`config.mk`:
```
export PLATFORM = sky130hd
export DESIGN_NAME = phy_selfid_ctrl
export DESIGN_NICKNAME = d
export VERILOG_FILES = /design/src/logic/phy_regs_pkg.sv /design/src/logic/phy_selfid_ctrl.sv
export SDC_FILE = /design/constraint.sdc
export NUM_CORES = 1
export LEC_CHECK = 0
export BUFFER_PORTS_ARGS = -buffer_cell sky130_fd_sc_hd__buf_2
export CORE_AREA = 2 2 114 116
export DETAILED_ROUTE_END_ITERATION = 10
export DIE_AREA = 0 0 116 118
export PLACE_DENSITY = 0.62
export SETUP_SLACK_MARGIN = 0.15
export SYNTH_ARGS = -nofsm -noshare
export SYNTH_HDL_FRONTEND = slang
export SYNTH_SLANG_ARGS = --single-unit
```
`constraint.sdc`:
```
create_clock -name ref_clk -period 2.6 [get_ports ref_clk]
set_clock_uncertainty 0.15 [all_clocks]
set_input_delay 0.52 -clock ref_clk [delete_from_list [all_inputs] [get_ports ref_clk]]
set_output_delay 0.52 -clock ref_clk [all_outputs]
set_load 0.01 [all_outputs]
```
`src/logic/phy_regs_pkg.sv`:
```
// Purpose: shared constants and carrier types for the self-ID control register bank
// Assumes: AXI4-Lite, 32-bit data, one aligned word per register
// Notes: register indices are kept and the byte address is four times the index
package phy_regs_pkg;

  // register indices and byte addresses
  localparam logic [3:0] SELFID_LINK_POWER_CTRL_IDX = 4'h4;
  localparam logic [3:0] INTERRUPT_AND_RESET_CTRL_IDX = 4'h5;
  localparam logic [3:0] IRQ_STATUS_IDX = 4'h8;
  localparam logic [3:0] IRQ_MASK_IDX = 4'h9;
  localparam logic [5:0] SELFID_LINK_POWER_CTRL_ADDR = {SELFID_LINK_POWER_CTRL_IDX, 2'b00};
  localparam logic [5:0] INTERRUPT_AND_RESET_CTRL_ADDR = {INTERRUPT_AND_RESET_CTRL_IDX, 2'b00};
  localparam logic [5:0] IRQ_STATUS_ADDR = {IRQ_STATUS_IDX, 2'b00};
  localparam logic [5:0] IRQ_MASK_ADDR = {IRQ_MASK_IDX, 2'b00};

  // field positions in the self-ID control register (bit 7 is the msb of the byte)
  localparam int LINK_ACTIVE_POS = 7;
  localparam int CONTENDER_POS = 6;
  localparam int JITTER_LSB = 3;
  localparam int PWR_LSB = 0;

  // field positions in the interrupt and reset control register
  localparam int RESUME_WATCH_POS = 7;
  localparam int SHORT_RESET_POS = 6;
  localparam int CFG_TIMEOUT_POS = 5;
  localparam int CABLE_POWER_POS = 4;
  localparam int STATE_TIMEOUT_POS = 3;
  localparam int PORT_EVENT_POS = 2;

  // interrupt status bit positions
  localparam int IRQ_CFG_TIMEOUT = 0;
  localparam int IRQ_PORT_EVENT = 1;
  localparam int IRQ_STATE_TIMEOUT = 2;
  localparam int IRQ_BITS = 3;

  // reset values
  localparam logic LINK_ACTIVE_RST = 1'b1;
  localparam logic CONTENDER_RST = 1'b0;
  localparam logic RESUME_WATCH_RST = 1'b0;
  localparam logic [2:0] JITTER_VALUE = 3'h0;
  localparam logic [2:0] PWR_RST = 3'h0;

  // timing
  localparam int JITTER_STEP_NS = 20;
  localparam int SHORT_RESET_NS = 1300;
  localparam int CLK_PERIOD_NS = 8;
  localparam int SHORT_RESET_CYC = SHORT_RESET_NS / CLK_PERIOD_NS;

  // axi response codes
  localparam logic [1:0] RESP_OKAY = 2'h0;
  localparam logic [1:0] RESP_SLVERR = 2'h2;

  // self-ID fields handed to the packet builder
  typedef struct packed {
    logic linkActive;
    logic contender;
    logic [2:0] pwrClass;
  } selfid_fields_t;

  // status flags of this bank
  typedef struct packed {
    logic cfgTimeout;
    logic portEvent;
    logic stateTimeout;
    logic shortReset;
  } flags_t;

endpackage

```
`src/logic/phy_selfid_ctrl.sv`:
```
// Purpose: self-ID control bits, resume watch, short reset request and timeout flags
// Assumes: one clock, async active-low reset, AXI4-Lite register access
// Notes: pins from outside pass a three-stage synchroniser
//
// Notes on behaviour
// - self-ID link bit is control AND power-status
// - link control sets on reset, survives bus reset
// - interface operational only from power-status input
// - contender bit copied into self-ID
// - contender clears on reset, software-only set
// - jitter field reads zero, read-only
// - power class copied into self-ID
// - power class loads pins at reset release
// - resume watch sets port event flag
// - resume watch clears on reset, survives bus reset
// - short reset request starts short bus reset
// - short reset request clears on bus reset
// - config timeout flag sets on tree-ID timeout
// - config timeout cleared by writing one
// - link-on output asserted for inactive link
// - config timeout only with legacy nodes
// - state timeout flag sets and starts reset
`timescale 1ns/1ps
module phy_selfid_ctrl
  import phy_regs_pkg::*;
#(
  parameter int SHORT_CYC = SHORT_RESET_CYC
) (
  input wire logic ref_clk, // 125 MHz clock
  input wire logic rstn, // async reset, active low
  input wire logic clkEn, // freezes all state while low
  // axi4-lite slave
  input wire logic [5:0] awaddr, // write address
  input wire logic awvalid, // write address valid
  output logic awready, // write address ready
  input wire logic [31:0] wdata, // write data
  input wire logic [3:0] wstrb, // write strobes
  input wire logic wvalid, // write data valid
  output logic wready, // write data ready
  output logic [1:0] bresp, // write response
  output logic bvalid, // write response valid
  input wire logic bready, // write response ready
  input wire logic [5:0] araddr, // read address
  input wire logic arvalid, // read address valid
  output logic arready, // read address ready
  output logic [31:0] rdata, // read data
  output logic [1:0] rresp, // read response
  output logic rvalid, // read data valid
  input wire logic rready, // read data ready
  // device side
  input wire logic linkPowerStatusInput, // link power status pin
  input wire logic [2:0] powerClassPins, // power class strap pins
  input wire logic busReset, // bus reset pulse, same clock
  input wire logic treeIdTimeout, // tree-ID start timeout pulse
  input wire logic legacyPresent, // legacy nodes in topology
  input wire logic identTimeout, // tree/self-ID wait timeout pulse
  input wire logic resumeStart, // resume begun on any port
  input wire logic cablePowerFlag, // cable power flag level
  input wire logic shortResetDone, // arbiter finished short reset
  output selfid_fields_t selfId, // fields for the self-ID packet
  output logic linkOperational, // link interface usable
  output logic shortResetStart, // one-cycle start of short reset
  output logic busResetRequest, // one-cycle reset after state timeout
  output logic linkOnOutput, // request service from link
  output logic irq // level interrupt
);

  // synchronisers for pins
  logic [2:0] lpsSync_ff; // stage 0 read only by stage 1
  logic [2:0] pcSync0_ff, pcSync1_ff, pcSync2_ff; // power class stages
  logic lpsActive_ff; // filtered power status
  logic strapDone_ff; // power class caught once after reset
  logic [2:0] strapFill_ff; // ones shift in as the pin stages fill

  // register state
  logic linkActive_ff, contender_ff, resumeWatch_ff, shortReq_ff;
  logic [2:0] pwrClass_ff;
  logic cfgTimeout_ff, stateTimeout_ff, portEvent_ff;
  logic [IRQ_BITS-1:0] irqStatus_ff, irqMask_ff;
  logic cpfPrev_ff; // edge detect on cable power flag
  logic [15:0] resetCnt_ff; // short reset in progress counter

  // axi handshake state
  logic [5:0] wAddr_ff;
  logic wAddrHave_ff, wDataHave_ff;
  logic [31:0] wData_ff;
  logic [3:0] wStrb_ff;

  // synchronise power status; change counts when stages 1 and 2 agree
  always_ff @(posedge ref_clk or negedge rstn) begin
    if (!rstn) begin
      lpsSync_ff <= 3'h0;
      lpsActive_ff <= 1'b0;
    end else if (clkEn) begin
      lpsSync_ff <= {lpsSync_ff[1:0], linkPowerStatusInput};
      if (lpsSync_ff[1] == lpsSync_ff[2]) begin
        lpsActive_ff <= lpsSync_ff[2];
      end
    end
  end

  // synchronise power class pins
  always_ff @(posedge ref_clk or negedge rstn) begin
    if (!rstn) begin
      pcSync0_ff <= 3'h0;
      pcSync1_ff <= 3'h0;
      pcSync2_ff <= 3'h0;
    end else if (clkEn) begin
      pcSync0_ff <= powerClassPins;
      pcSync1_ff <= pcSync0_ff;
      pcSync2_ff <= pcSync1_ff;
    end
  end

  // interface state from power status only
  assign linkOperational = lpsActive_ff;

  // write channel decode
  logic wrFire;
  logic wrSel4, wrSel5, wrSel9;
  assign wrFire = wAddrHave_ff && wDataHave_ff && !bvalid;
  assign wrSel4 = wrFire && wStrb_ff[0] && (wAddr_ff == SELFID_LINK_POWER_CTRL_ADDR);
  assign wrSel5 = wrFire && wStrb_ff[0] && (wAddr_ff == INTERRUPT_AND_RESET_CTRL_ADDR);
  assign wrSel9 = wrFire && wStrb_ff[0] && (wAddr_ff == IRQ_MASK_ADDR);

  // address and data taken in either order
  always_ff @(posedge ref_clk or negedge rstn) begin
    if (!rstn) begin
      wAddrHave_ff <= 1'b0;
      wDataHave_ff <= 1'b0;
      wAddr_ff <= 6'h00;
      wData_ff <= 32'h0000_0000;
      wStrb_ff <= 4'h0;
      bvalid <= 1'b0;
      bresp <= RESP_OKAY;
    end else if (clkEn) begin
      if (awvalid && awready) begin
        wAddrHave_ff <= 1'b1;
        wAddr_ff <= awaddr;
      end
      if (wvalid && wready) begin
        wDataHave_ff <= 1'b1;
        wData_ff <= wdata;
        wStrb_ff <= wstrb;
      end
      if (wrFire) begin
        wAddrHave_ff <= 1'b0;
        wDataHave_ff <= 1'b0;
        bvalid <= 1'b1;
        // unmapped addresses answer with slave error
        bresp <= (wAddr_ff == SELFID_LINK_POWER_CTRL_ADDR ||
                  wAddr_ff == INTERRUPT_AND_RESET_CTRL_ADDR ||
                  wAddr_ff == IRQ_STATUS_ADDR ||
                  wAddr_ff == IRQ_MASK_ADDR) ? RESP_OKAY : RESP_SLVERR;
      end else if (bvalid && bready) begin
        bvalid <= 1'b0;
      end
    end
  end

  // ready while the holding slot is empty
  always_ff @(posedge ref_clk or negedge rstn) begin
    if (!rstn) begin
      awready <= 1'b0;
      wready <= 1'b0;
    end else if (clkEn) begin
      awready <= !wAddrHave_ff && !(awvalid && awready) && !wrFire;
      wready <= !wDataHave_ff && !(wvalid && wready) && !wrFire;
    end
  end

  // strap capture four cycles after release once the last two stages agree, then software owned
  always_ff @(posedge ref_clk or negedge rstn) begin
    if (!rstn) begin
      strapDone_ff <= 1'b0;
      strapFill_ff <= 3'h0;
      pwrClass_ff <= PWR_RST;
    end else if (clkEn) begin
      strapFill_ff <= {strapFill_ff[1:0], 1'b1};
      if (!strapDone_ff) begin
        // load pins after reset
        // stages still hold reset zeros until filled, so wait for them
        strapDone_ff <= strapFill_ff[2] && (pcSync1_ff == pcSync2_ff);
        pwrClass_ff <= pcSync2_ff;
      end else if (wrSel4) begin
        pwrClass_ff <= wData_ff[PWR_LSB +: 3];
      end
    end
  end

  // control bits of the self-ID register; bus reset leaves them
  always_ff @(posedge ref_clk or negedge rstn) begin
    if (!rstn) begin
      linkActive_ff <= LINK_ACTIVE_RST;
      contender_ff <= CONTENDER_RST;
    end else if (clkEn && wrSel4) begin
      // jitter bits of the write are dropped
      linkActive_ff <= wData_ff[LINK_ACTIVE_POS];
      contender_ff <= wData_ff[CONTENDER_POS];
    end
  end

  // resume watch cleared by reset or a software write, bus reset leaves it
  always_ff @(posedge ref_clk or negedge rstn) begin
    if (!rstn) begin
      resumeWatch_ff <= RESUME_WATCH_RST;
    end else if (clkEn && wrSel5) begin
      resumeWatch_ff <= wData_ff[RESUME_WATCH_POS];
    end
  end

  // short reset request and its timed execution
  always_ff @(posedge ref_clk or negedge rstn) begin
    if (!rstn) begin
      shortReq_ff <= 1'b0;
      shortResetStart <= 1'b0;
      resetCnt_ff <= 16'h0000;
    end else if (clkEn) begin
      shortResetStart <= 1'b0;
      if (busReset || shortResetDone) begin
        shortReq_ff <= 1'b0;
        resetCnt_ff <= 16'h0000;
      end else if (wrSel5 && wData_ff[SHORT_RESET_POS]) begin
        shortReq_ff <= 1'b1;
      end else if (shortReq_ff && resetCnt_ff == 16'h0000) begin
        // start short reset at next opportunity
        shortResetStart <= 1'b1;
        resetCnt_ff <= SHORT_CYC[15:0] - 16'h0001;
      end else if (resetCnt_ff != 16'h0000) begin
        // runs down to zero so a pending request starts again
        resetCnt_ff <= resetCnt_ff - 16'h0001;
      end
    end
  end

  // flag set conditions
  logic cfgSet, cpfRise, portSet;
  // tree-ID timeout sets flag; legacy nodes only
  assign cfgSet = treeIdTimeout && legacyPresent;
  assign cpfRise = cablePowerFlag && !cpfPrev_ff;
  // resume start or new flag with link down
  assign portSet = resumeWatch_ff &&
                   (resumeStart || (!lpsActive_ff && (cfgSet || cpfRise || identTimeout)));

  // sticky flags, set wins over write-one clear
  always_ff @(posedge ref_clk or negedge rstn) begin
    if (!rstn) begin
      cfgTimeout_ff <= 1'b0;
      stateTimeout_ff <= 1'b0;
      portEvent_ff <= 1'b0;
      cpfPrev_ff <= 1'b0;
    end else if (clkEn) begin
      cpfPrev_ff <= cablePowerFlag;
      if (cfgSet) begin
        cfgTimeout_ff <= 1'b1;
      end else if (wrSel5 && wData_ff[CFG_TIMEOUT_POS]) begin
        cfgTimeout_ff <= 1'b0;
      end
      if (identTimeout) begin
        stateTimeout_ff <= 1'b1;
      end else if (wrSel5 && wData_ff[STATE_TIMEOUT_POS]) begin
        stateTimeout_ff <= 1'b0;
      end
      if (portSet) begin
        portEvent_ff <= 1'b1;
      end else if (wrSel5 && wData_ff[PORT_EVENT_POS]) begin
        portEvent_ff <= 1'b0;
      end
    end
  end

  // state timeout forces a bus reset
  always_ff @(posedge ref_clk or negedge rstn) begin
    if (!rstn) begin
      busResetRequest <= 1'b0;
    end else if (clkEn) begin
      busResetRequest <= identTimeout;
    end
  end

  // link-on when flag, watch and link down
  always_ff @(posedge ref_clk or negedge rstn) begin
    if (!rstn) begin
      linkOnOutput <= 1'b0;
    end else if (clkEn) begin
      linkOnOutput <= cfgTimeout_ff && resumeWatch_ff && !lpsActive_ff;
    end
  end

  always_ff @(posedge ref_clk or negedge rstn) begin
    if (!rstn) begin
      selfId <= '0;
    end else if (clkEn) begin
      selfId.linkActive <= linkActive_ff && lpsActive_ff;
      selfId.contender <= contender_ff;
      selfId.pwrClass <= pwrClass_ff;
    end
  end

  // read-clears-status interrupt unit
  logic rdFire, rdStatus;
  logic [IRQ_BITS-1:0] irqEvents;
  assign rdFire = arvalid && arready;
  assign rdStatus = rdFire && (araddr == IRQ_STATUS_ADDR);
  assign irqEvents = {identTimeout, portSet, cfgSet};

  // events win over the clearing read
  always_ff @(posedge ref_clk or negedge rstn) begin
    if (!rstn) begin
      irqStatus_ff <= '0;
      irqMask_ff <= '0;
    end else if (clkEn) begin
      irqStatus_ff <= (rdStatus ? '0 : irqStatus_ff) | irqEvents;
      if (wrSel9) begin
        irqMask_ff <= wData_ff[IRQ_BITS-1:0];
      end
    end
  end

  // level interrupt from a flop
  always_ff @(posedge ref_clk or negedge rstn) begin
    if (!rstn) begin
      irq <= 1'b0;
    end else if (clkEn) begin
      irq <= |(irqStatus_ff & irqMask_ff);
    end
  end

  // read data assembly
  logic [31:0] rdVal;
  logic rdOk;
  always_comb begin
    rdVal = 32'h0000_0000;
    rdOk = 1'b1;
    case (araddr)
      SELFID_LINK_POWER_CTRL_ADDR: begin
        rdVal[LINK_ACTIVE_POS] = linkActive_ff;
        rdVal[CONTENDER_POS] = contender_ff;
        rdVal[JITTER_LSB +: 3] = JITTER_VALUE;
        rdVal[PWR_LSB +: 3] = pwrClass_ff;
      end
      INTERRUPT_AND_RESET_CTRL_ADDR: begin
        rdVal[RESUME_WATCH_POS] = resumeWatch_ff;
        rdVal[SHORT_RESET_POS] = shortReq_ff;
        rdVal[CFG_TIMEOUT_POS] = cfgTimeout_ff;
        rdVal[CABLE_POWER_POS] = cablePowerFlag;
        rdVal[STATE_TIMEOUT_POS] = stateTimeout_ff;
        rdVal[PORT_EVENT_POS] = portEvent_ff;
      end
      IRQ_STATUS_ADDR: rdVal[IRQ_BITS-1:0] = irqStatus_ff;
      IRQ_MASK_ADDR: rdVal[IRQ_BITS-1:0] = irqMask_ff;
      default: rdOk = 1'b0;
    endcase
  end

  // read channel, one read outstanding
  always_ff @(posedge ref_clk or negedge rstn) begin
    if (!rstn) begin
      arready <= 1'b0;
      rvalid <= 1'b0;
      rdata <= 32'h0000_0000;
      rresp <= RESP_OKAY;
    end else if (clkEn) begin
      arready <= !rvalid && !rdFire;
      if (rdFire) begin
        rvalid <= 1'b1;
        rdata <= rdVal;
        rresp <= rdOk ? RESP_OKAY : RESP_SLVERR;
      end else if (rvalid && rready) begin
        rvalid <= 1'b0;
      end
    end
  end

  // checks
  a_selfid_link: assert property (@(posedge ref_clk) disable iff (!rstn)
    clkEn |=> selfId.linkActive == ($past(linkActive_ff) && $past(lpsActive_ff)))
    else $error("self-ID link bit wrong");
  a_cfg_set: assert property (@(posedge ref_clk) disable iff (!rstn)
    clkEn && cfgSet |=> cfgTimeout_ff)
    else $error("config timeout not set");
  a_legacy_only: assert property (@(posedge ref_clk) disable iff (!rstn)
    clkEn && !cfgTimeout_ff && !legacyPresent |=> !cfgTimeout_ff)
    else $error("config timeout without legacy");
  a_short_clear: assert property (@(posedge ref_clk) disable iff (!rstn)
    clkEn && busReset |=> !shortReq_ff)
    else $error("short request survived bus reset");
  a_short_start: assert property (@(posedge ref_clk) disable iff (!rstn)
    clkEn && shortReq_ff && resetCnt_ff == 16'h0000 && !busReset && !shortResetDone
    && !wrSel5 |=> shortResetStart)
    else $error("short reset not started");
  a_link_on: assert property (@(posedge ref_clk) disable iff (!rstn)
    clkEn && cfgTimeout_ff && resumeWatch_ff && !lpsActive_ff |=> linkOnOutput)
    else $error("link-on not raised");
  a_port_event: assert property (@(posedge ref_clk) disable iff (!rstn)
    clkEn && resumeWatch_ff && resumeStart |=> portEvent_ff)
    else $error("port event not set");
  a_state_reset: assert property (@(posedge ref_clk) disable iff (!rstn)
    clkEn && identTimeout |=> busResetRequest && stateTimeout_ff)
    else $error("state timeout not handled");
  a_jitter_zero: assert property (@(posedge ref_clk) disable iff (!rstn)
    rvalid && $rose(rvalid) && $past(araddr) == SELFID_LINK_POWER_CTRL_ADDR
    |-> rdata[JITTER_LSB +: 3] == JITTER_VALUE)
    else $error("jitter field not zero");
  a_contender_hold: assert property (@(posedge ref_clk) disable iff (!rstn)
    !wrSel4 |=> $stable(contender_ff))
    else $error("contender changed without write");
  a_watch_hold: assert property (@(posedge ref_clk) disable iff (!rstn)
    !wrSel5 |=> $stable(resumeWatch_ff))
    else $error("resume watch changed without write");

endmodule // phy_selfid_ctrl

```
==> impl_results.md, run 1 <==
- Die footprint: 0.0137 mm²
- Top Ports: about 120
- Final Cycle Share: 0.914
- Vias in the first global route: 3028
- Slew HR: 0.601
- CP startpoint kind: flip-flop
- Internal power: about 3.1 mW
- Starting Density: 0.343
- Pre-CTS setup slack: about 0.18 ns
- CTS H-Tree Depth: 3
- Tightest Pin Transition: 0.599 ns
- Hold Path Sink: pcSync0_ff[1]
- Buffers on Ports: 63
- Synth Flop Type: dfrtp_1
- FF-to-FF Start: wAddr_ff[1]
- Switching share of power: 0.338
- Netlist cell types: 60
- Slowest CP cell: or4b_4
- Placeable core area: about 0.012 mm²
- Post-layout min period: around 2.4 ns
- Crit end category: flip-flop
- Via/cell ratio: between 4 and 5
- FFs w/ async S/R, synth: 1.00
- N_diodes: 0
- Worst vdd ir: approximately 0.41 mV
- Pin count of the biggest net entering global routing: 69
- CTS sink cnt: 90
- Post-DRT Antenna Nets: 0
- R2R setup slack: roughly 0.22 ns
- Post-Synthesis Cells: 376
- Worst Hold Launch: powerClassPins[1]
- CP Launch Point: wAddr_ff[1]
- Hold path depth: 2
- Sequential share of the synthesized area: 0.529
- First-pass GRT wire length: ~15 mm
- Slew Viols, Final: 0
- Inserted Clock Buffers: 9
- Clock latency at the later pin of the worst-skew pair: ~0.34 ns
- Ys Warns: 0
- Reg2reg end: resetCnt_ff[5]
- Largest cells by area after synthesis: dfrtp_1 (52%), mux2_2 (11%), buf_4 (4.6%)
- Critical path arrival: roughly 2.4 ns
- Max-Cap Viols: 0
- Overall routing resource usage: 0.141
- DRT Pass-1 Iters: 4
- NetSw: 1.60 mW
- Nets: 519
- Vias: 3110
- Clock Path Buffers: 2
- Crit-path max FO: 10
- Residual DRC: 0
- Flop pwr share: 0.459
- CTS Root Cell: clkbuf_16
- Max incr delay on CP: 0.59 ns
- Cells on worst reg2reg path: 5
- GP Congestion: 0.836
- Design Power: approximately 4.7 mW
- RSZ-0062 raised after global routing: yes
- Cell Area, Placed: 0.00474 mm²
- Row cnt: a little over 40
- Hold Crit Class: in2reg
- Initial antenna violation count: 0
- Fmax: 421 MHz
- Post-route cell area: ~0.0050 mm²
- Die width: between 100 and 150 µm
- Final core utilization: 0.406
- Total power per unit cell area: between 900 and 1000 mW/mm²
- Status: complete, no violations
- Synth-to-Final Area Change: 18.1%
- DRT iter0 DRCs: roughly 170
- Post-Syn Area: 0.00426 mm²
- Cell family with most CP delay: simple AND/OR/NAND/NOR gates
- P_leak: 2.32 nW
- Grt ovf: 0
- Drt wl/cell: ~14 µm
- Final worst setup slack: 0.224 ns
- Req. time, crit path: about 2.7 ns
- Setup CP Type: reg2reg
- Post-synth EDFFs: 0
- Routed WL: about 9.0 mm
- Die Ht: 118 µm
- Share of the synthesized area in the top cell type: 0.522
- TritonCTS clock tree: yes
- Hold Vio Cnt, Final: 0
- DP Wirelength: around 6.6 mm
- Logic pwr share: 0.290
- Clk slew on worst S/H paths: ~0.060 ns
- Setup_tns: 0 ns
- Synth area leader: dfrtp_1
- CP Buf/Inv Count: 0
- Final setup viols: 0
- Worst path cell trace: or4b_4 -> o311ai_4 -> nor2_2 -> o211a_1 -> or3_1
- Seq cells post-synth: 90
- Clock power share: 0.251
- Post-Syn Area per Cell: 11.3 µm²
- Layout cells sized above 1: 0.314
worst max-delay path by stage:
stage | endpoint | slack, ns | cells after the start
after floorplan | pwrClass_ff[0] | 0.22 | 7
after global placement | pwrClass_ff[0] | 0.22 | 5
after detailed placement | pwrClass_ff[0] | 0.18 | 5
after CTS | pwrClass_ff[0] | 0.17 | 5
after global routing | resetCnt_ff[5] | 0.14 | 5
final | resetCnt_ff[5] | 0.22 | 5
layer usage:
metal  GRT usage  up-vias  wire length [µm]
li1            -     1483                 -
met1       0.195     1505              4250
met2       0.212      112              4090
met3      0.0335       10               524
met4      0.0558        0               178
met5           0        -                 0
per-stage QoR:
step           std cells  hold slack [ns]
6_report             627            0.261
5_1_grt              627            0.258
4_1_cts              627            0.251
3_5_place_dp         610            0.283
3_3_place_gp         610            0.283
2_1_floorplan        401           0.0744
worst register-to-register path: stages (launching register included):
cell,delay (ns)
dfrtp_1,0.39
or4b_4,0.59
o311ai_4,0.42
nor2_2,0.20
o211a_1,0.17
or3_1,0.33
logic make-up (layout without fill, tap and decap cells):
logic type | Yosys count | in the layout | share of synthesized area
and+or+nand+nor | 100 | 100 | 0.124
DFF | 90 | 90 | 0.529
AOI/OAI and AO/OA | 80 | 80 | 0.134
muxes | 50 | 50 | 0.130
buffers and inverters | 48 | 102 | 0.0669
xor gates and xnor gates | 5 | 5 | 0.0103
adders and majority gates | 2 | 2 | 0.00587
other | 1 | 26 | 0.000880
state kept, by name (all words and copies together) (netlist names), 3 cells and up:
| register | flops |
|---|---|
| strapFill_ff | 3 |
| pcSync1_ff | 3 |
| resetCnt_ff | 16 |
| pwrClass_ff | 3 |
| selfId | 5 |
| wAddr_ff | 6 |
| pcSync2_ff | 3 |
| irqMask_ff | 3 |
| irqStatus_ff | 3 |
| lpsSync_ff | 3 |
| wData_ff | 7 |
| pcSync0_ff | 3 |
| rdata | 8 |
cell usage after synthesis, types with 2 or more instances:
cell type and instances:
o22ai_1 4, nor3_1 5, a21boi_0 3, nand2_1 33, a31oi_1 6, o311ai_0 2
inv_1 10, xnor2_1 3, nor4_1 8, a211oi_1 2, o31ai_1 3, nand3b_1 3
a32o_1 5, mux2i_1 8, o2bb2ai_1 2, a221o_1 2, or3_1 3, nor2_1 15
clkbuf_1 11, nand4_1 3, mux2_2 42, nand2b_1 4, o21ai_0 16, a21oi_1 18
and3b_1 2, a22o_1 2, xor2_1 2, buf_4 26, nand3_1 6, ha_1 2
or2_2 4, and4_1 2, dfrtp_1 89, nand4b_1 3, nor3b_1 2
power by group through the flow:
stage                     logic (mW)  registers [mW]  clock network [mW]
after floorplan                0.957            2.13                   0
after global placement          1.33            2.16                   0
after detailed placement        1.36            2.19                   0
after CTS                       1.38            2.17                1.24
after global routing            1.54            2.24                1.30
final                           1.38            2.17                1.19
cells in the final DEF (no fill, tap or decap), drive strengths merged, types with 3 or more instances in the layout:
| cell type | synthesis | routed |
|---|---|---|
| clkinv | 0 | 4 |
| nand2b | 4 | 4 |
| or3 | 3 | 3 |
| o21ai | 16 | 16 |
| a21oi | 18 | 18 |
| nand2 | 33 | 33 |
| a211oi | 3 | 3 |
| mux2 | 42 | 42 |
| or2 | 5 | 5 |
| mux2i | 8 | 8 |
| nor4 | 8 | 8 |
| dfrtp | 89 | 89 |
| nand3 | 6 | 6 |
| nand4b | 3 | 3 |
| inv | 10 | 10 |
| nand4 | 3 | 3 |
| conb | 1 | 26 |
| nand3b | 3 | 3 |
| a21boi | 3 | 3 |
| nor3 | 5 | 5 |
| o31ai | 3 | 3 |
| xnor2 | 3 | 3 |
| clkbuf | 11 | 12 |
| a31oi | 6 | 6 |
| a32o | 5 | 5 |
| o311ai | 3 | 3 |
| buf | 27 | 75 |
| nor2 | 16 | 16 |
| o22ai | 4 | 4 |
timing repair:
action / 4_1_cts / 5_1_grt
hold buffers: 1 / 0
setup buffers: 0 / 0
hold endpoints to repair: 22 / 0
gates resized for setup: 0 / 2
endpoints found under the setup margin: 0 / 4
area by class of cell:
class,count,area (µm²)
clock buffers,12,246
clock inverters,4,27.5
flip-flops and latches,90,2250
repair buffers,76,430
well taps,172,215
inverters,10,37.5
fillers,1212,7380
multi-input cells,263,1820
No activity file was read; power rests on OpenSTA's default activity.
==> run 2, diff against run 1 <==
- clock period: 2.6 -> 2.4 ns (I/O delays scaled with it)
==> impl_results.md, run 2 (synthesis results as in run 1) <==
- Setup_tns: 0 ns
- Layout cells sized above 1: 0.346
- Status: complete, no violations
- Grt met2 use: 0.215
- TritonCTS clock tree: yes
- GR met3 Demand/Resource: 0.0381
- Pre-CTS setup slack: 0.0594 ns
- Reg with most FFs: resetCnt_ff
- Vias in the first global route: 2965
- Placeable core area: 0.0124 mm²
- Die width: 116 µm
- Req. time, crit path: between 2 and 2.5 ns
- Initial antenna violation count: 0
- Most common cell after layout, fill and taps aside: dfrtp_1
- Pin count of the biggest net entering global routing: 36
- Slew Viols, Final: 0
- Starting Density: 0.343
- Internal power: ~3.6 mW
- GP Congestion: around 0.87
- FF-to-FF Start: wAddr_ff[1]
- R2R setup slack: between 0.15 and 0.2 ns
- Via/cell ratio: ~5.0
- Cell Area, Placed: slightly below 0.005 mm²
- Drt wl/cell: around 15 µm
- Vias: around 3200
- Cell family with most CP delay: simple AND/OR/NAND/NOR gates
- Setup crit end: resetCnt_ff[5]
- Met1 usage: 0.198
- Top Ports: 118
- Row cnt: roughly 40
- CTS sink cnt: 90
- First-pass GRT wire length: approximately 15 mm
- Clock latency at the later pin of the worst-skew pair: ~0.34 ns
- Max-Cap Viols: 0
- Clock Path Buffers: 2
- Routed WL: around 9.3 mm
- Hold Crit Class: in2reg
- Switching share of power: 0.338
- Final setup viols: 0
- Clock power share: 0.265
- Total power per unit cell area: ~1000 mW/mm²
- Worst vdd ir: ~0.53 mV
- Die footprint: ~0.014 mm²
- Nets: between 500 and 600
- Setup CP Type: reg2reg
- Clk slew on worst S/H paths: around 0.070 ns
- CP Launch Point: wAddr_ff[1]
- Buffers on Ports: 63
- Crit. path cell count: 6
- Crit-path max FO: 4
- Finished Layout Cells: 640
- CP Buf/Inv Count: 1
- Flop pwr share: 0.435
- Largest register FFs: 16
- Top flop regs: resetCnt_ff: 16 flops, rdata: 8 flops, wData_ff: 7 flops
- DP Wirelength: about 6.9 mm
- Die Ht: 118 µm
- RSZ-0062 raised after global routing: yes
- Post-DRT Antenna Nets: 0
- Fmax: approximately 450 MHz
- Cells on worst reg2reg path: 6
- NetSw: 1.83 mW
- Crit end category: flip-flop
- Inserted Clock Buffers: 9
- Worst path cell trace: or4b_4 -> buf_6 -> o311ai_4 -> nor2_4 -> o211a_1 -> or3_1
- N_diodes: 0
- Synth-to-Final Area Change: 22.4%
- Most frequent cells in the layout: dfrtp_1 (89), buf_2 (62), mux2_2 (42)
- Hold Vio Cnt, Final: 0
- DRT iter0 DRCs: between 150 and 200
- CP startpoint kind: flip-flop
- DRT Pass-1 Iters: 4
- CTS Root Cell: clkbuf_16
- Final Cycle Share: 0.930
- CTS H-Tree Depth: 3
- Final core utilization: 0.420
- Critical path arrival: between 2 and 2.5 ns
- Residual DRC: 0
- Most used routing layer in global routing: met2
- Max incr delay on CP: about 0.54 ns
- Final worst setup slack: roughly 0.17 ns
- Reg2reg end: resetCnt_ff[5]
- Logic pwr share: 0.300
- P_leak: 2.41 nW
- Overall routing resource usage: 0.142
- Post-route cell area: 0.00522 mm²
- Grt ovf: 0
- Fill cells: between 1000 and 1500
- Slowest CP cell: or4b_4
- Post-layout min period: roughly 2.2 ns
- Inst Count DP: approximately 620
==> run 2: cell count changes in the layout (fill, tap and decap cells not counted), moves of 2 or more <==
cell	delta
buf_4	+12
inv_6	+2
nor3_1	-2
nor3_2	+2
==> run 2: final cells by class <==
cell class / count / area, µm² / area share
inverters: 10 / 37.5 / 0.00720
flip-flops and latches: 90 / 2250 / 0.432
clock inverters: 5 / 61.3 / 0.0118
multi-input cells: 263 / 1870 / 0.359
repair buffers: 89 / 532 / 0.102
clock buffers: 11 / 243 / 0.0465
well taps: 172 / 215 / 0.0413
==> run 2: what timing repair did <==
item                                    4_1_cts  5_1_grt
resized for setup                             4        8
endpoints found under the hold margin        29        0
hold buffers                                  1        0
endpoints found under the setup margin       10       22
pin swaps                                     3        5
setup buffers                                 1        3
==> run 2: power groups by stage <==
stage / Combinational, mW / Sequential, mW / Clock (mW)
2_1_floorplan: 1.04 / 2.30 / 0
3_3_place_gp: 1.51 / 2.35 / 0
3_5_place_dp: 1.53 / 2.37 / 0
4_1_cts: 1.55 / 2.35 / 1.47
5_1_grt: 1.80 / 2.43 / 1.54
6_report: 1.62 / 2.35 / 1.43
==> run 2: how the worst min path moves through the flow <==
| stage | start | endpoint | slack (ns) | cells after the start |
|---|---|---|---|---|
| after floorplan | rstn | arready | 0.03 | 0 |
| after global placement | rstn | strapFill_ff[0] | 0.30 | 1 |
| after detailed placement | rstn | strapFill_ff[0] | 0.30 | 1 |
| after CTS | powerClassPins[2] | pcSync0_ff[2] | 0.20 | 2 |
| after global routing | wdata[5] | wData_ff[5] | 0.21 | 2 |
| final | powerClassPins[2] | pcSync0_ff[2] | 0.22 | 2 |
==> run 2: layer usage <==
metal | part of all wire | up-vias
li1 | - | 1510
met1 | 0.47 | 1544
met3 | 0.055 | 14
met2 | 0.46 | 102
met5 | 0 | -
met4 | 0.018 | 0
==> run 2: worst reg2reg max path: stages, from the launching register on <==
cell and delay [ns]:
dfrtp_1 0.38, or4b_4 0.54, buf_6 0.14, o311ai_4 0.33, nor2_4 0.10, o211a_1 0.13, or3_1 0.34
==> run 2: stage by stage <==
stage,total power [mW],hold WS (ns)
final,5.40,0.215
after global routing,5.77,0.214
after CTS,5.37,0.204
after detailed placement,3.90,0.299
after global placement,3.86,0.296
after floorplan,3.34,0.0344
==> run 3, diff against run 2 <==
- BUFFER_PORTS_ARGS: -buffer_cell sky130_fd_sc_hd__buf_2 -> unset
- DONT_BUFFER_PORTS: unset -> 1
- PLACE_DENSITY: 0.62 -> 0.54
==> impl_results.md, run 3 (synthesis results as in run 1) <==
- Internal power: approximately 3.4 mW
- CTS Root Cell: clkbuf_16
- DRT Pass-1 Iters: 6
- Grt ovf: 0
- Die footprint: 0.0137 mm²
- CTS sink cnt: 90
- Fill cells: ~1200
- Max-Cap Viols: 0
- GP Congestion: between 0.8 and 0.9
- Vias: 2892
- Die Ht: between 100 and 150 µm
- First-pass GRT wire length: ~15 mm
- Design Power: about 5.2 mW
- Buffers on Ports: 0
- Inserted Clock Buffers: 9
- Pin count of the biggest net entering global routing: 91
- Critical path arrival: about 2.3 ns
- Crit end category: flip-flop
- CP startpoint kind: flip-flop
- Final Cycle Share: 0.918
- Top Ports: 118
- Worst vdd ir: between 0.4 and 0.5 mV
- Most frequent cells in the layout: dfrtp_1 (89), mux2_2 (42), nand2_1 (33)
- Setup_tns: 0 ns
- DRT iter0 DRCs: between 150 and 200
- Placeable core area: around 0.012 mm²
- P_leak: around 2.1 nW
- Logic pwr share: 0.268
- Post-layout min period: around 2.2 ns
- Residual DRC: 0
- Req. time, crit path: 2.50 ns
- Initial antenna violation count: 0
- TritonCTS clock tree: yes
- Slew Viols, Final: 0
- N_diodes: 0
- Synth-to-Final Area Change: 12.2%
- DP Wirelength: approximately 6.5 mm
- Via/cell ratio: 5.09
- Most common cell after layout, fill and taps aside: dfrtp_1
- Post-DRT Antenna Nets: 0
- Clk slew on worst S/H paths: around 0.070 ns
- Starting Density: 0.343
- RSZ-0062 raised after global routing: yes
- Hold Vio Cnt, Final: 90
- Clock latency at the later pin of the worst-skew pair: roughly 0.34 ns
- Row cnt: between 40 and 50
- Total power per unit cell area: between 1000 and 1500 mW/mm²
- Routed WL: a little over 9 mm
- Fmax: 454 MHz
- Vias in the first global route: 2815
- Switching share of power: 0.341
- Reg with most FFs: resetCnt_ff
- Clock power share: 0.263
- Failing checks: negative hold slack
- Flop pwr share: 0.469
- NetSw: between 1.5 and 2 mW
- Drt wl/cell: 16.2 µm
- Final setup viols: 0
- Die width: around 120 µm
- Finished Layout Cells: 568
- Largest register FFs: 16
- Crit-path max FO: 6
- Setup CP Type: reg2reg
- Overall routing resource usage: 0.143
- Clock Path Buffers: 2
- Layout cells sized above 1: 0.232
- Hold Crit Class: in2async
- Top flop regs: resetCnt_ff: 16 flops, rdata: 8 flops, wData_ff: 7 flops
- Inst Count DP: roughly 550
- Status: finished with violations
- Nets: 460
- Hold WS: -0.316 ns
- CTS H-Tree Depth: 3
run 3: cell types whose count changed in the layout (fill, tap and decap cells not counted), moves of 2 or more:
cell,before,now
buf_4,24,16
nor3_1,3,5
buf_2,62,0
nor3_2,2,0
inv_6,2,4
run 3: final timing paths:
path,from,end,slack [ns],cells after the start
hold / removal,rstn,pcSync0_ff[0],-0.32,0
max in group asynchronous,rstn,linkActive_ff,2.22,0
setup / recovery,wAddr_ff[1],pwrClass_ff[0],0.20,5
setup reg to reg,wAddr_ff[1],pwrClass_ff[0],0.20,5
min in group ref_clk,clkEn,shortReq_ff,0.08,1
hold reg to reg,strapFill_ff[0],strapFill_ff[0],0.31,1
run 3: stage by stage:
| stage | setup WS, ns | utilization | instance area [µm²] | hold WS (ns) |
|---|---|---|---|---|
| 4_1_cts | 0.137 | 0.382 | 4740 | -0.333 |
| 2_1_floorplan | 0.155 | - | 4360 | 0.0344 |
| 6_report | 0.198 | 0.385 | 4780 | -0.316 |
| 3_3_place_gp | 0.0811 | 0.357 | 4430 | 0.0370 |
| 3_5_place_dp | 0.0285 | 0.357 | 4430 | 0.0368 |
| 5_1_grt | 0.134 | 0.385 | 4780 | -0.346 |
run 3: cell type report:
type / instances / area [µm²] / share of cell area
Clock buffer: 10 / 239 / 0.0500
Clock inverter: 6 / 47.5 / 0.00994
Inverter: 10 / 37.5 / 0.00785
Multi-Input combinational cell: 263 / 1860 / 0.389
Sequential cell: 90 / 2250 / 0.471
Tap cell: 172 / 215 / 0.0450
Timing Repair Buffer: 17 / 131 / 0.0275
run 3: power by group through the flow:
stage	registers (mW)	clock network [mW]	logic, mW
after floorplan	2.30	0	1.04
after global placement	2.43	0	1.28
after detailed placement	2.45	0	1.30
after CTS	2.42	1.40	1.34
after global routing	2.50	1.47	1.57
final	2.42	1.36	1.39
run 3: what timing repair did:
action / CTS / global route
resized for setup: 4 / 6
hold endpoints to repair: 90 / 90
pin swaps: 2 / 3
setup buffers: 2 / 1
endpoints found under the setup margin: 7 / 20
run 3: worst max-delay path, cell delays in order, from the launching register on:
cell,delay [ns]
dfrtp_1,0.38
or4b_4,0.56
or2_4,0.26
or3_4,0.38
and3b_1,0.21
a211oi_2,0.19
run 3: layer usage:
layer / wire [µm] / share of wire / GRT usage
met4: 94 / 0.010 / 0.0402
met5: 0 / 0 / 0
met3: 609 / 0.066 / 0.0484
met1: 4370 / 0.48 / 0.208
met2: 4120 / 0.45 / 0.201
